--- src/dcr_pkg.sv ---
// Package for the synthesizer control function register decode.
// Assumes one 40 MHz clock and a synchronous active-high reset.
package dcr_pkg;

  // ----------------------------------------------------------------
  // Register layout
  // ----------------------------------------------------------------
  localparam int CFR_WIDTH = 32;
  localparam logic [31:0] CFR_RESET = 32'h0000_0000;
  localparam int FD_CUR_HI = 31;
  localparam int FD_CUR_LO = 30;
  localparam int FCL_CUR_HI = 29;
  localparam int FCL_CUR_LO = 27;
  localparam int WCL_CUR_HI = 26;
  localparam int WCL_CUR_LO = 24;
  localparam int FACC_AUTOCLR_BIT = 23;
  localparam int PACC_AUTOCLR_BIT = 22;
  localparam int RAMP_AUTORELOAD_BIT = 21;
  localparam int FACC_HOLDCLR_BIT = 20;
  localparam int PACC_HOLDCLR_BIT = 19;
  localparam int FASTLOCK_EN_BIT = 17;
  localparam int FASTLOCK_NOFTW_BIT = 16;
  localparam int SWEEP_EN_BIT = 15;
  localparam int SINE_SEL_BIT = 14;
  localparam int PUMP_OFFSET_BIT = 13;
  localparam int DIVN_HI = 12;
  localparam int DIVN_LO = 11;

  // ----------------------------------------------------------------
  // Datapath widths
  // ----------------------------------------------------------------
  localparam int ACC_WIDTH = 32;
  localparam int RAMP_WIDTH = 16;
  localparam int BYTE_COUNT = 4;

  // Charge pump operating modes chosen by the pump control logic.
  typedef enum logic [2:0] {
    PUMP_FREQ_DETECT = 3'h1,
    PUMP_FINAL_LOOP = 3'h2,
    PUMP_WIDE_LOOP = 3'h4
  } dcr_pump_mode_e;

endpackage

--- src/dcr_accum.sv ---
// Clearable accumulator used for both the frequency and phase paths.
// Assumes the add enable and clear terms are synchronous to clk.
`timescale 1ns/1ps
module dcr_accum
  import dcr_pkg::*;
(
  input wire logic clk,
  input wire logic reset,
  input wire logic addEn,
  input wire logic clear,
  input wire logic [ACC_WIDTH-1:0] addend,
  output logic [ACC_WIDTH-1:0] sum
);

  logic [ACC_WIDTH-1:0] sum_q;
  logic [ACC_WIDTH-1:0] sum_d;

  // Clear loads zeros and wins over the add.
  always_comb begin
    sum_d = sum_q;
    if (clear) begin
      sum_d = '0;
    end else if (addEn) begin
      sum_d = sum_q + addend;
    end
  end

  always_ff @(posedge clk) begin
    if (reset) begin
      sum_q <= '0;
    end else begin
      sum_q <= sum_d;
    end
  end

  assign sum = sum_q;

endmodule

--- src/dcr_ramp_timer.sv ---
// Ramp rate down-counter that paces frequency accumulator steps.
// Assumes the strobe and policy input are synchronous to clk.
`timescale 1ns/1ps
module dcr_ramp_timer
  import dcr_pkg::*;
(
  input wire logic clk,
  input wire logic reset,
  input wire logic enable,
  input wire logic autoReload,
  input wire logic updateStrobe,
  input wire logic [RAMP_WIDTH-1:0] rampRate,
  output logic tick
);

  logic [RAMP_WIDTH-1:0] count_q;
  logic [RAMP_WIDTH-1:0] count_d;
  logic timeout;

  assign timeout = (count_q == '0);
  assign tick = enable && timeout;

  // Reload either on the strobe or on timeout, never both policies.
  always_comb begin
    count_d = count_q;
    if (autoReload ? timeout : updateStrobe) begin
      count_d = rampRate;
    end else if (!timeout) begin
      count_d = count_q - RAMP_WIDTH'(1);
    end
  end

  always_ff @(posedge clk) begin
    if (reset) begin
      count_q <= '0;
    end else begin
      count_q <= count_d;
    end
  end

endmodule

--- src/dcr_control_decode.sv ---
// Control function register with decode of bits 31 down to 11.
// Assumes an I/O port writes whole bytes and a one-cycle update strobe.
`timescale 1ns/1ps
module dcr_control_decode
  import dcr_pkg::*;
(
  input wire logic clk,
  input wire logic reset,
  input wire logic cfgWrEn,
  input wire logic [1:0] cfgByteSel,
  input wire logic [7:0] cfgWrData,
  input wire logic freq_update_strobe,
  input wire logic [2:0] pumpMode,
  input wire logic [ACC_WIDTH-1:0] freq_tuning_word,
  input wire logic [ACC_WIDTH-1:0] sweep_delta_freq_word,
  input wire logic [RAMP_WIDTH-1:0] sweep_ramp_rate_word,
  output logic [31:0] control_function_reg,
  output logic [2:0] pumpScale,
  output logic [3:0] wideLoopScale,
  output logic [2:0] finalLoopScale,
  output logic [2:0] freqDetectScale,
  output logic pumpOffsetEn,
  output logic fastLockEn,
  output logic fastLockUseFtw,
  output logic sweepEn,
  output logic sineSel,
  output logic [2:0] divRatio,
  output logic [ACC_WIDTH-1:0] freqAccum,
  output logic [ACC_WIDTH-1:0] phaseAccum
);

  // ----------------------------------------------------------------
  // Register storage
  // ----------------------------------------------------------------
  logic [31:0] cfr_q;
  logic [31:0] cfr_d;

  // Byte select 0 addresses bits 31:24, matching serial MSB-first order.
  always_comb begin
    cfr_d = cfr_q;
    if (cfgWrEn) begin
      case (cfgByteSel)
        2'h0: cfr_d[31:24] = cfgWrData;
        2'h1: cfr_d[23:16] = cfgWrData;
        2'h2: cfr_d[15:8] = cfgWrData;
        2'h3: cfr_d[7:0] = cfgWrData;
        default: cfr_d = cfr_q;
      endcase
    end
  end

  always_ff @(posedge clk) begin
    if (reset) begin
      cfr_q <= CFR_RESET;
    end else begin
      cfr_q <= cfr_d;
    end
  end

  // ----------------------------------------------------------------
  // Field decode
  // ----------------------------------------------------------------
  logic [1:0] fdCode;
  logic [2:0] fclCode;
  logic [1:0] divCode;
  logic [2:0] fdScale_d;
  logic [2:0] fdScale_q;
  logic [2:0] fclScale_d;
  logic [2:0] fclScale_q;
  logic [3:0] wclScale_d;
  logic [3:0] wclScale_q;
  logic [2:0] pumpScale_d;
  logic [2:0] pumpScale_q;
  logic [2:0] divRatio_d;
  logic [2:0] divRatio_q;
  logic fastLockEn_d;
  logic fastLockEn_q;
  logic fastLockUseFtw_d;
  logic fastLockUseFtw_q;
  logic sweepEn_d;
  logic sweepEn_q;
  logic sineSel_d;
  logic sineSel_q;
  logic pumpOffsetEn_d;
  logic pumpOffsetEn_q;

  assign fdCode = cfr_d[FD_CUR_HI:FD_CUR_LO];
  assign fclCode = cfr_d[FCL_CUR_HI:FCL_CUR_LO];
  assign divCode = cfr_d[DIVN_HI:DIVN_LO];

  // Decode from the next register value so outputs track it registered.
  always_comb begin
    case (fdCode)
      2'h0: fdScale_d = 3'h0;
      2'h1: fdScale_d = 3'h2;
      2'h2: fdScale_d = 3'h3;
      default: fdScale_d = 3'h4;
    endcase
    fclScale_d = fclCode[2] ? (3'({1'b0, fclCode[1:0]}) + 3'h1) : 3'h0;
    wclScale_d = {cfr_d[WCL_CUR_HI:WCL_CUR_LO], 1'b0};
    case (divCode)
      2'h0: divRatio_d = 3'h1;
      2'h1: divRatio_d = 3'h2;
      default: divRatio_d = 3'h4;
    endcase
    // The wide loop scale needs four bits, so it only shows on its own output.
    case (pumpMode)
      PUMP_FREQ_DETECT: pumpScale_d = fdScale_d;
      PUMP_FINAL_LOOP: pumpScale_d = fclScale_d;
      default: pumpScale_d = 3'h0;
    endcase
    fastLockEn_d = cfr_d[FASTLOCK_EN_BIT];
    fastLockUseFtw_d = !cfr_d[FASTLOCK_NOFTW_BIT];
    sweepEn_d = cfr_d[SWEEP_EN_BIT];
    sineSel_d = cfr_d[SINE_SEL_BIT];
    pumpOffsetEn_d = cfr_d[PUMP_OFFSET_BIT];
  end

  // Decode flip-flops; bit 18 reaches none of them.
  always_ff @(posedge clk) begin
    if (reset) begin
      fdScale_q <= 3'h0;
      fclScale_q <= 3'h0;
      wclScale_q <= 4'h0;
      pumpScale_q <= 3'h0;
      divRatio_q <= 3'h1;
      fastLockEn_q <= 1'b0;
      fastLockUseFtw_q <= 1'b1;
      sweepEn_q <= 1'b0;
      sineSel_q <= 1'b0;
      pumpOffsetEn_q <= 1'b0;
    end else begin
      fdScale_q <= fdScale_d;
      fclScale_q <= fclScale_d;
      wclScale_q <= wclScale_d;
      pumpScale_q <= pumpScale_d;
      divRatio_q <= divRatio_d;
      fastLockEn_q <= fastLockEn_d;
      fastLockUseFtw_q <= fastLockUseFtw_d;
      sweepEn_q <= sweepEn_d;
      sineSel_q <= sineSel_d;
      pumpOffsetEn_q <= pumpOffsetEn_d;
    end
  end

  // Outputs come straight from the register and the decode flip-flops.
  assign control_function_reg = cfr_q;
  assign freqDetectScale = fdScale_q;
  assign finalLoopScale = fclScale_q;
  assign wideLoopScale = wclScale_q;
  assign pumpScale = pumpScale_q;
  assign divRatio = divRatio_q;
  assign fastLockEn = fastLockEn_q;
  assign fastLockUseFtw = fastLockUseFtw_q;
  assign sweepEn = sweepEn_q;
  assign sineSel = sineSel_q;
  assign pumpOffsetEn = pumpOffsetEn_q;

  // ----------------------------------------------------------------
  // Accumulators and ramp timer
  // ----------------------------------------------------------------
  logic rampTick;
  logic freqClr;
  logic phaseClr;
  logic [ACC_WIDTH-1:0] freqSum;
  logic [ACC_WIDTH-1:0] phaseSum;
  logic [ACC_WIDTH-1:0] phaseStep;

  // One-shot clear on strobe, or held clear while the hold bit is set.
  assign freqClr = (cfr_q[FACC_AUTOCLR_BIT] && freq_update_strobe)
    || cfr_q[FACC_HOLDCLR_BIT];
  assign phaseClr = (cfr_q[PACC_AUTOCLR_BIT] && freq_update_strobe)
    || cfr_q[PACC_HOLDCLR_BIT];
  assign phaseStep = cfr_q[SWEEP_EN_BIT] ? freq_tuning_word + freqSum : freq_tuning_word;

  dcr_ramp_timer u_ramp (
    .clk(clk),
    .reset(reset),
    .enable(cfr_q[SWEEP_EN_BIT]),
    .autoReload(cfr_q[RAMP_AUTORELOAD_BIT]),
    .updateStrobe(freq_update_strobe),
    .rampRate(sweep_ramp_rate_word),
    .tick(rampTick)
  );

  // Frequency accumulator steps by the delta word on each ramp tick.
  dcr_accum u_freq (
    .clk(clk),
    .reset(reset),
    .addEn(rampTick),
    .clear(freqClr),
    .addend(sweep_delta_freq_word),
    .sum(freqSum)
  );

  // Phase accumulator adds the effective tuning word every cycle.
  dcr_accum u_phase (
    .clk(clk),
    .reset(reset),
    .addEn(1'b1),
    .clear(phaseClr),
    .addend(phaseStep),
    .sum(phaseSum)
  );

  assign freqAccum = freqSum;
  assign phaseAccum = phaseSum;
endmodule

--- config.mk ---
export PLATFORM = sky130hd
export DESIGN_NAME = dcr_control_decode
export DESIGN_NICKNAME = d
export VERILOG_FILES = /design/src/dcr_pkg.sv /design/src/dcr_accum.sv /design/src/dcr_ramp_timer.sv /design/src/dcr_control_decode.sv
export SDC_FILE = /design/constraint.sdc
export NUM_CORES = 1
export LEC_CHECK = 0
export ABC_AREA = 1
export BUFFER_PORTS_ARGS = -buffer_cell sky130_fd_sc_hd__buf_2
export CAP_MARGIN = 25
export CORE_UTILIZATION = 45
export DETAILED_ROUTE_END_ITERATION = 6
export GPL_TIMING_DRIVEN = 0
export HOLD_SLACK_MARGIN = 0.15
export PLACE_DENSITY_LB_ADDON = 0.15
export SYNTH_ARGS = -nofsm -noshare
export SYNTH_HDL_FRONTEND = slang
export SYNTH_SLANG_ARGS = --single-unit
--- constraint.sdc ---
create_clock -name clk -period 4 [get_ports clk]
set_input_delay 0.8 -clock clk [delete_from_list [all_inputs] [get_ports clk]]
set_output_delay 0.8 -clock clk [all_outputs]
set_load 0.1 [all_outputs]
Word level (Yosys, flattened, before mapping)
Index checks and enable logic that the tools add are counted.

word-level totals
  flip-flop bits (word level) = 133
  input port bits = 97
  logic and storage cells = 60
  output and inout port bits = 117

operators by class
  add/sub/neg operators = 5
  eq/ne operators = 9
  multiplexer cells = 13
  reduce and logical (&&, ||, !) cells = 15

operators by type and width
  cell                     count
  $add A32 B32 Y32         3
  $mux W32                 2
  $mux W16                 2
  $mux W8                  4
  $logic_not A16 Y1        1
  $sub A16 B1 Y16 const B  1
  $pmux W3 S2              2
  $pmux W3 S3              1
  $eq A2 B1 Y1 const B     3
  $eq A2 B2 Y1 const B     3
  $logic_not A2 Y1         3
  $reduce_and A2 Y1        3
  $reduce_or A2 Y1         2
  $add A2 B1 Y3 const B    1
  $eq A3 B1 Y1 const B     1
  $eq A3 B2 Y1 const B     1
  $logic_and A1 B1 Y1      3
  $mux W3                  1
  $logic_or A1 B1 Y1       2
  $ne A2 B2 Y1 const B     1
  $logic_not A1 Y1         1
  $mux W1                  1

Depth between registers and ports, before layout
Gate-level depths: netlist of the first run.

  depth in word-level cells = 6
  depth in mapped cells = 28
  depth with buffers taken out = 28

By module
From an unflattened synthesis of the first run, not the netlist that was laid out.

second synthesis, totals
  cell total of the unflattened synthesis = 2335
  area, all modules = 12929.9 um^2

modules (own cells, without submodules)
  module              area each (um^2)  sequential area each (um^2)  cells an instance  instances
  dcr_accum           3672.3            640.6                        679                2
  dcr_control_decode  4424.2            900.9                        782                1
  dcr_ramp_timer      1161.1            320.3                        195                1

Least setup slack after synthesis of the first run
OpenSTA, ideal clock, no wires.

  path type = register to register
  start point = register u_freq.sum_q[0] (netlist: u_freq.sum[0])
  end point = register u_phase.sum_q[30] (netlist: u_phase.sum[30])
  clock period less this slack = 4.039 ns
  stages on the path, launching flop included = 27
  buffers on the path = 0
  required time = 3.887 ns
  path slack = -0.039 ns
  arrival time = 3.926 ns
  library setup time = 0.113 ns
  cells stage by stage = dfxtp_1 -> ha_1 -> inv_1 -> fa_1 -> inv_1 -> nand3_1 -> nand2_1 -> nand2_1 -> nand2_1 -> nand3b_1 -> nand2_1 -> nand2_1 -> nand2_1 -> xnor2_1 -> o21ai_0 -> ha_1 -> nand2_1 -> nor2_1 -> inv_1 -> nor2_1 -> inv_1 -> o211ai_1 -> nand3_1 -> nand3_1 -> nand2_1 -> nand2_1 -> nor2_1

between the ends
  cells in the longest elaborated chain, start to end = 3

RTL lines
  item                    line                       text
  from (decl)             dcr_accum.sv:15            logic [ACC_WIDTH-1:0] sum_q;
  from (signal assigned)  dcr_accum.sv:32            sum_q <= sum_d;
  $add A32 B32 Y32        dcr_control_decode.sv:174  assign phaseStep = cfr_q[SWEEP_EN_BIT] ? freq_tuning_word + freqSum : freq_tuning_word;
  $mux W32                dcr_control_decode.sv:174
  $add A32 B32 Y32        dcr_accum.sv:24            sum_d = sum_q + addend;
  to (signal assigned)    dcr_accum.sv:32
  to (decl)               dcr_accum.sv:15

Every way passes these cells.
A chain may end at the register's enable or synchronous reset.

Worst setup path after layout of the first run
  start point = input freq_tuning_word[0]
  end point = register u_phase.sum_q[30] (netlist: u_phase.sum[30])

between the ends
  cells in the longest elaborated chain, start to end = 3

RTL lines
  item                line                       text
  from (decl)         dcr_control_decode.sv:14   input wire logic [ACC_WIDTH-1:0] freq_tuning_word,
  $add A32 B32 Y32    dcr_control_decode.sv:174
  $mux W32 *          dcr_control_decode.sv:174
  $add A32 B32 Y32 *  dcr_accum.sv:24

Every way passes the cells marked *; elsewhere a longest branch is shown, timed or not.

==> PnR_summary.wiki, run 1 <==
{| class="wikitable"
! Metric !! Value
|-
| Area inside the core boundary || 0.0226 mm²
|-
| CP endpoint kind || register
|-
| Share of flip-flops with an asynchronous set or reset || 0
|-
| Highest fanout seen on the critical path || 5
|-
| Die span in x || 154 µm
|-
| Iteration-0 DRC count of the detailed router || 824
|-
| Total number of clock tree sinks || 125
|-
| Static leakage power || 6.53 nW
|-
| Count of H-tree levels built during CTS || 4
|-
| Number of clock buffers inserted by TritonCTS || 17
|-
| Crit path DAT || 4160 ps
|-
| Fraction of the core area covered by cells at the end of the flow || 0.559
|-
| Root cell of the clock tree || clkbuf_16
|-
| ANT cells || 0
|-
| Cell area after layout || roughly 0.013 mm²
|-
| Number of warnings printed during yosys synthesis || 0
|-
| First-pass GRT wire length || 55700 µm
|-
| Hold crit path type || register to register
|-
| Maximum cell stage delay along the critical path || ~400 ps
|-
| Average instance area after synthesis || 6.41 µm²
|-
| Maximum capacitance violations || 0
|-
| Fin crit share || 0.957
|-
| Ratio of cells with drive above 1 in the final layout || 0.187
|-
| Main synth FF type || dfxtp_1
|-
| First-pass DRT Iterations || 5
|-
| Critical Setup Path Class || primary input to register
|-
| Power density relative to cell area || between 400 and 500 mW/mm²
|-
| Dominant cell by count in the synthesized netlist || nand2_1
|-
| Initial Utilization || 0.459
|-
| Top cells by area in the synthesized netlist || dfxtp_1 (24%), nand2_1 (13%), ha_1 (12%)
|-
| Std cell rows || 55
|-
| Via count of the first global-routing pass || 10.3k
|-
| Most frequent cells after synthesis || nand2_1 (347), inv_1 (200), nor2_1 (186)
|-
| Number of synthesized flops with an enable pin || 0
|-
| Clock latency reported for the late side of the worst-skew pair || 440 ps
|-
| Final number of setup-violating endpoints || 0
|-
| Worst setup skew after layout || 14.0 ps
|-
| Data required time of the critical path || 4330 ps
|-
| Peak clock frequency supported by timing || 261 MHz
|-
| Total I/O pin count || 214
|-
| Buffer depth of the longest clock path || 2
|-
| Final hold violation count || 0
|-
| Final count of pins violating max slew || 0
|-
| Post-detailed-route via-to-cell ratio || 5.41
|-
| Unique masters post-synth || 48
|-
| Pin count of the biggest net entering global routing || 17
|-
| Post-DRT Antenna Nets || 0
|-
| Mapped Nets || 1824
|-
| Slew of the pin with the lowest slew margin || 679 ps
|-
| Vertical die dimension || 154 µm
|-
| GR Overflow Total || 0
|-
| Routed length per placed instance || approximately 17 µm
|-
| Area grow syn2layout || 22.0%
|-
| Detailed-placement wirelength estimate || 29400 µm
|-
| Result of the run || complete, no violations
|-
| Startpoint Class || primary input
|-
| Kind of cell adding the most delay to the critical path || simple AND/OR/NAND/NOR gates
|-
| TritonCTS clock tree || done
|-
| Tmin final || ~3800 ps
|-
| Max-slew headroom at the worst pin || 0.548
|-
| #FFs+latches synth || between 100 and 150
|-
| Placed inst area || 0.0118 mm²
|-
| Global router's overall resource usage || 0.305
|-
| Sequential area share after synthesis || 0.241
|-
| Final wirelength || 36400 µm
|-
| Total via count after detailed routing || 11.6k
|-
| Top-area cell type share of the netlist area || 0.241
|-
| RSZ-0062 raised after global routing || yes
|-
| Worst vdd rail ir drop || between 0.4 and 0.5 mV
|-
| Critical path's most frequent cell || nand2_2
|-
| Cell area after synthesis || 0.0104 mm²
|-
| Overall die area || ~0.024 mm²
|-
| Remaining routing DRC violations || 0
|-
| Quantity of I/O buffers inserted on ports || 212
|-
| Final total power || approximately 5.7 mW
|-
| Cell count after synthesis || 1621
|-
| Crit path max-delay cell type || ha_2
|-
| Routability Congestion || 0.958
|-
| Clock edge transition at the registers on the reported setup and hold paths || 70 ps
|-
| Number of buffers and inverters on the critical path || 5
|-
| Final #Nets || 2059
|-
| Number of antenna violations at the first check in global routing || 1
|-
| Cell accounting for the most synthesized area || dfxtp_1
|}
==> repair_timing <==
action,4_1_cts,5_1_grt
gates resized for setup,3,60
buffers inserted,1,4
hold buffers,0,0
pin swaps,1,13
endpoints found under the setup margin,4,14
==> worst reg2reg max path: stages (launching register included) <==
cell and delay (ps):
dfxtp_1 510, ha_1 340, a21oi_1 220, o21ai_0 220, a21oi_1 170, nand3_1 170, or2_2 310, nand3_1 70
nand2_1 100, ha_1 370, nand2_1 150, nor2_4 140, inv_1 60, nor2_2 100, inv_1 50, o211ai_1 340
nand3_1 150, nand3_2 100, nand2_1 50, nand2_1 50, nor2_1 40
==> kinds of logic (layout without fill, tap and decap cells) <==
family          count (synthesis)  after routing  synth area share
compound gates                413            413             0.218
xor+xnor                       43             43            0.0363
fa+ha+maj                     106            106             0.130
buf+inv                       239            487            0.0933
flops                         125            125             0.241
mux                             1              1          0.000964
other cells                     1              1          0.000361
simple gates                  693            693             0.280
==> through the flow <==
| stage | worst slack, ps | std cells | hold slack (ps) | setup TNS [ps] |
|---|---|---|---|---|
| after floorplan | 118 | 1621 | 470 | 0 |
| after global placement | -483 | 2118 | 433 | -4000 |
| after detailed placement | -527 | 2118 | 434 | -4790 |
| after CTS | 15.9 | 2151 | 448 | 0 |
| after global routing | -39.2 | 2154 | 465 | -111 |
| final | 173 | 2154 | 446 | 0 |
==> cell usage in the layout, fill, tap and decap left out, drive strengths merged, types with 2 or more instances in the layout <==
cell type	count
and2	3
xnor2	24
o211ai	15
clkinv	5
a211oi	8
a31oi	14
nand3b	5
nor3b	2
inv	209
nor2	190
o2111ai	2
xor2	19
clkinvlp	2
o21ai	154
a21oi	183
dfxtp	125
nor3	26
buf	237
or2	16
a21boi	4
nand2	348
a21o	10
o21a	11
o21bai	10
nor4	10
fa	3
clkbuf	33
nand3	76
nand4	17
ha	103
==> layout make-up <==
type	count	area, µm²
Timing Repair Buffer	217	1100
Tap cell	285	357
Fill cell	2285	9980
Sequential cell	125	2510
Buffer	36	210
Clock buffer	17	425
Multi-Input combinational cell	1257	7120
Clock inverter	15	190
Inverter	202	758
==> power breakdown <==
group / total, mW / internal (mW) / switching [mW] / leakage (nW)
clock network: 1.63 / 0.900 / 0.731 / 0.294
registers: 1.51 / 1.39 / 0.124 / 1.03
logic: 2.56 / 0.636 / 1.93 / 5.20
==> worst paths after layout <==
| kind | start | end | slack, ps | cells after the start |
|---|---|---|---|---|
| worst min register to register | control_function_reg[0] | control_function_reg[0] | 450 | 2 |
| worst max-delay path | freq_tuning_word[0] | u_phase.sum[30] | 170 | 27 |
| worst min-delay path | control_function_reg[0] | control_function_reg[0] | 450 | 2 |
| worst max register to register | u_freq.sum[19] | u_phase.sum[30] | 190 | 20 |
==> per-layer routing <==
layer  wire length, µm  GRT usage
met4               686     0.0800
met5                 8          0
met2             16000      0.485
met1             17000      0.425
met3              2730     0.0527
(Power assumes the default switching activity.)
==> run 2, diff against run 1 <==
Settings changed: ABC_AREA 1 to default, SYNTH_HIERARCHICAL from default to 1.
Clock period 4 ns to 4.14 ns, I/O delays scaled along.
==> run 2 against run 1 <==
The flow now finishes with violations (design-rule violations, negative setup slack). First-iteration DRC count fell by 36%. Final cell count shrank 18%. Sequential power decreased by 9%. Clock power down 3%. Global-route usage is 4.2 points lower. Total power down 17%. Cell area increased by 2.7%. Count of clock-buffer cells in the layout up 1. Synthesized cell count shrank 25%. Critical endpoint is now u_phase/sum[29]. Largest cell class unchanged. Highest routed layer unchanged.
==> PnR_summary.wiki, run 2 <==
{| class="wikitable"
! Metric !! Value
|-
| Result of the run || finished with violations
|-
| Violations in the final reports || design-rule violations, negative setup slack
|-
| Global router's overall resource usage || 0.263
|-
| Slew of the pin with the lowest slew margin || about 740 ps
|-
| Critical Setup Path Class || primary input to register
|-
| Top-area cell type share of the netlist area || 0.246
|-
| Kind of cell adding the most delay to the critical path || compound AO/OA/AOI/OAI gates
|-
| Hold path depth || 2
|-
| Buffer depth of the longest clock path || 2
|-
| Main synth FF type || dfxtp_1
|-
| Via count of the first global-routing pass || 9486
|-
| Total number of clock tree sinks || 125
|-
| Overall die area || 0.0232 mm²
|-
| Remaining routing DRC violations || 18
|-
| GR Overflow Total || 0
|-
| #FFs+latches synth || 125
|-
| Final hold violation count || 0
|-
| Root cell of the clock tree || clkbuf_16
|-
| Iteration-0 DRC count of the detailed router || 524
|-
| Crit path max-delay cell type || a311o_1
|-
| Unique masters post-synth || 74
|-
| Startpoint Class || primary input
|-
| Top cells by area in the synthesized netlist || dfxtp_1 (25%), ha_1 (12%), mux2i_1 (7.1%)
|-
| Final #Nets || 1665
|-
| Fin crit share || 1.05
|-
| R2R Setup Slk || -60 ps
|-
| Area grow syn2layout || 27.6%
|-
| Max-slew headroom at the worst pin || 0.508
|-
| Data required time of the critical path || 4450 ps
|-
| Reg2Reg Launch Point || u_freq/sum[0]
|-
| Count of H-tree levels built during CTS || 4
|-
| Ratio of cells with drive above 1 in the final layout || 0.313
|-
| Maximum capacitance violations || 0
|-
| Clock latency reported for the late side of the worst-skew pair || 420 ps
|-
| Detailed-placement wirelength estimate || 24000 µm
|-
| Total I/O pin count || 214
|-
| First-pass GRT wire length || 49100 µm
|-
| Cell area after synthesis || 0.0102 mm²
|-
| Cell breakdown of the critical path || buf_8, ha_4, fa_2, a21o_1, a31o_1, nor2b_4, o21a_1, nor2_1, xnor2_1, mux2_4, ha_4, and4_1, nand4_1, a311o_1, a21oi_2, nor2_1, o21ai_1, a21o_1, a311oi_2, a211o_1
|-
| Area inside the core boundary || 0.0220 mm²
|-
| Tmin final || 4330 ps
|-
| Final count of pins violating max slew || 0
|-
| Endpoint of the worst register-to-register path || u_phase/sum[29]
|-
| Number of buffers and inverters on the critical path || 1
|-
| Initial Utilization || 0.463
|-
| End point of the most critical hold path || u_phase/sum[31]
|-
| Maximum cell stage delay along the critical path || 390 ps
|-
| Post-CTS Hold Buffers || 0
|-
| Cell area after layout || 0.0130 mm²
|-
| CP endpoint kind || register
|-
| Routability Congestion || 0.894
|-
| Dominant cell by count in the synthesized netlist || nor2_1
|-
| Startpoint of the worst hold path || u_phase/sum[31]
|-
| Post-DRT Antenna Nets || 0
|-
| Final Non-Filler Cells || 1762
|-
| RSZ-0062 raised after global routing || yes
|-
| Number of clock buffers inserted by TritonCTS || 17
|-
| Final wirelength || 30800 µm
|-
| Static leakage power || 6.18 nW
|-
| Pin count of the biggest net entering global routing || 17
|-
| Cell accounting for the most synthesized area || dfxtp_1
|-
| Number of cells on the worst reg-to-reg path || 19
|-
| Number of warnings printed during yosys synthesis || 6
|-
| Fraction of the core area covered by cells at the end of the flow || 0.590
|-
| TritonCTS clock tree || done
|-
| Peak clock frequency supported by timing || 231 MHz
|-
| Crit path DAT || 4640 ps
|-
| Number of antenna violations at the first check in global routing || 3
|-
| Worst setup skew after layout || 9.08 ps
|-
| Highest fanout seen on the critical path || 4
|-
| Dpl cells || 1714
|-
| Commonest non-fill, non-tap cell in the layout || buf_2
|-
| Sequential area share after synthesis || 0.246
|-
| Power density relative to cell area || approximately 360 mW/mm²
|-
| Most frequent cells after synthesis || nor2_1 (148), dfxtp_1 (125), ha_1 (97)
|-
| Quantity of I/O buffers inserted on ports || 212
|-
| First-pass DRT Iterations || 7
|-
| Commonest cells after routing, fill and taps aside || buf_2 (217), nor2_1 (145), dfxtp_1 (105)
|-
| Average instance area after synthesis || 8.37 µm²
|-
| Number of synthesized flops with an enable pin || 0
|-
| Clock edge transition at the registers on the reported setup and hold paths || 60 ps
|-
| Routed length per placed instance || approximately 17 µm
|-
| Fin worst setup slack || -187 ps
|-
| Vertical die dimension || 152 µm
|-
| Worst Hold Margin || approximately 490 ps
|-
| Total via count after detailed routing || between 9k and 10k
|-
| Cell count after synthesis || 1217
|-
| Post-detailed-route via-to-cell ratio || approximately 5.7
|-
| Share of flip-flops with an asynchronous set or reset || 0
|-
| Worst vdd rail ir drop || 0.234 mV
|-
| Die span in x || 152 µm
|-
| Hold crit path type || register to register
|-
| Final total power || 4.74 mW
|-
| Std cell rows || 54
|-
| Final number of setup-violating endpoints || 10
|-
| Placed inst area || 0.0120 mm²
|}
## run 2: cell count changes in the layout (fill, tap and decap cells not counted), moves of 54 or more
cell     delta
nand2_1   -261
inv_1     -178
o21ai_0   -105
a21oi_1   -104
mux2i_1    +71
nand3_1    -54
## run 2: worst register-to-register path: stages (launching register included)
cell      delay (ps)
dfxtp_2          360
ha_4             180
fa_2             340
a21o_1           180
a31o_1           200
nor2b_4          150
o21a_1           170
nor2_1           120
xnor2_1           80
mux2_4           280
ha_4             290
and4_1           170
nand4_1           90
a311o_1          400
a21oi_2          200
nor2_1            70
o21ai_1          160
a21o_1           230
a311oi_2         130
a211o_1          290
## run 2: through the flow
step | TNS (ps) | setup slack, ps
CTS | -326 | -78.5
finish | -915 | -187
global route | -2320 | -341
global placement | -8760 | -726
floorplan | -574 | -125
detailed placement | -8810 | -733
## run 2: worst max path at each step
stage	from	to	slack, ps	cells after the start
floorplan	freq_tuning_word[9]	u_phase/sum[30]	-120	20
global placement	freq_tuning_word[0]	u_phase/sum[31]	-730	19
detailed placement	freq_tuning_word[0]	u_phase/sum[31]	-730	19
CTS	freq_tuning_word[0]	u_phase/sum[29]	-80	20
global route	freq_tuning_word[0]	u_phase/sum[29]	-340	20
finish	freq_tuning_word[0]	u_phase/sum[29]	-190	20
## run 2: final cells by class
cell class | instances | area (µm²)
timing repair buffer | 235 | 1250
multi-input combinational | 1016 | 7940
tap | 280 | 350
clock buffer | 18 | 439
clock inverter | 14 | 170
antenna | 1 | 2.50
fill | 2033 | 9020
sequential | 125 | 2530
buffer | 53 | 251
inverter | 20 | 75.1
## run 2: logic make-up after synthesis
kind of cell | Yosys count | synth area share
simple gates | 369 | 0.175
compound gates | 348 | 0.238
flops | 125 | 0.246
mux | 99 | 0.101
buf+inv | 81 | 0.0351
xor+xnor | 93 | 0.0799
fa+ha+maj | 100 | 0.125
other cells | 2 | 0.000737
## run 2: timing repair
| action | in CTS | in global routing |
|---|---|---|
| cloned | 0 | 0 |
| buffers inserted | 15 | 8 |
| gates resized for setup | 37 | 38 |
| endpoints found under the hold margin | 0 | 0 |
| pin swaps | 43 | 36 |
| endpoints found under the setup margin | 11 | 14 |
## run 2: routing by layer
metal  vias up  track usage  routed length, µm
li1       4985            -                  -
met1      4661        0.351              14500
met2       294        0.429              13800
met3        45       0.0572               1920
met4         4       0.0712                513
met5         -            0                 21
## run 2: where the power goes
part	internal, mW	switching (mW)	total, mW
combinational	0.597	1.20	1.79
clock	0.928	0.652	1.58
sequential	1.29	0.0766	1.37
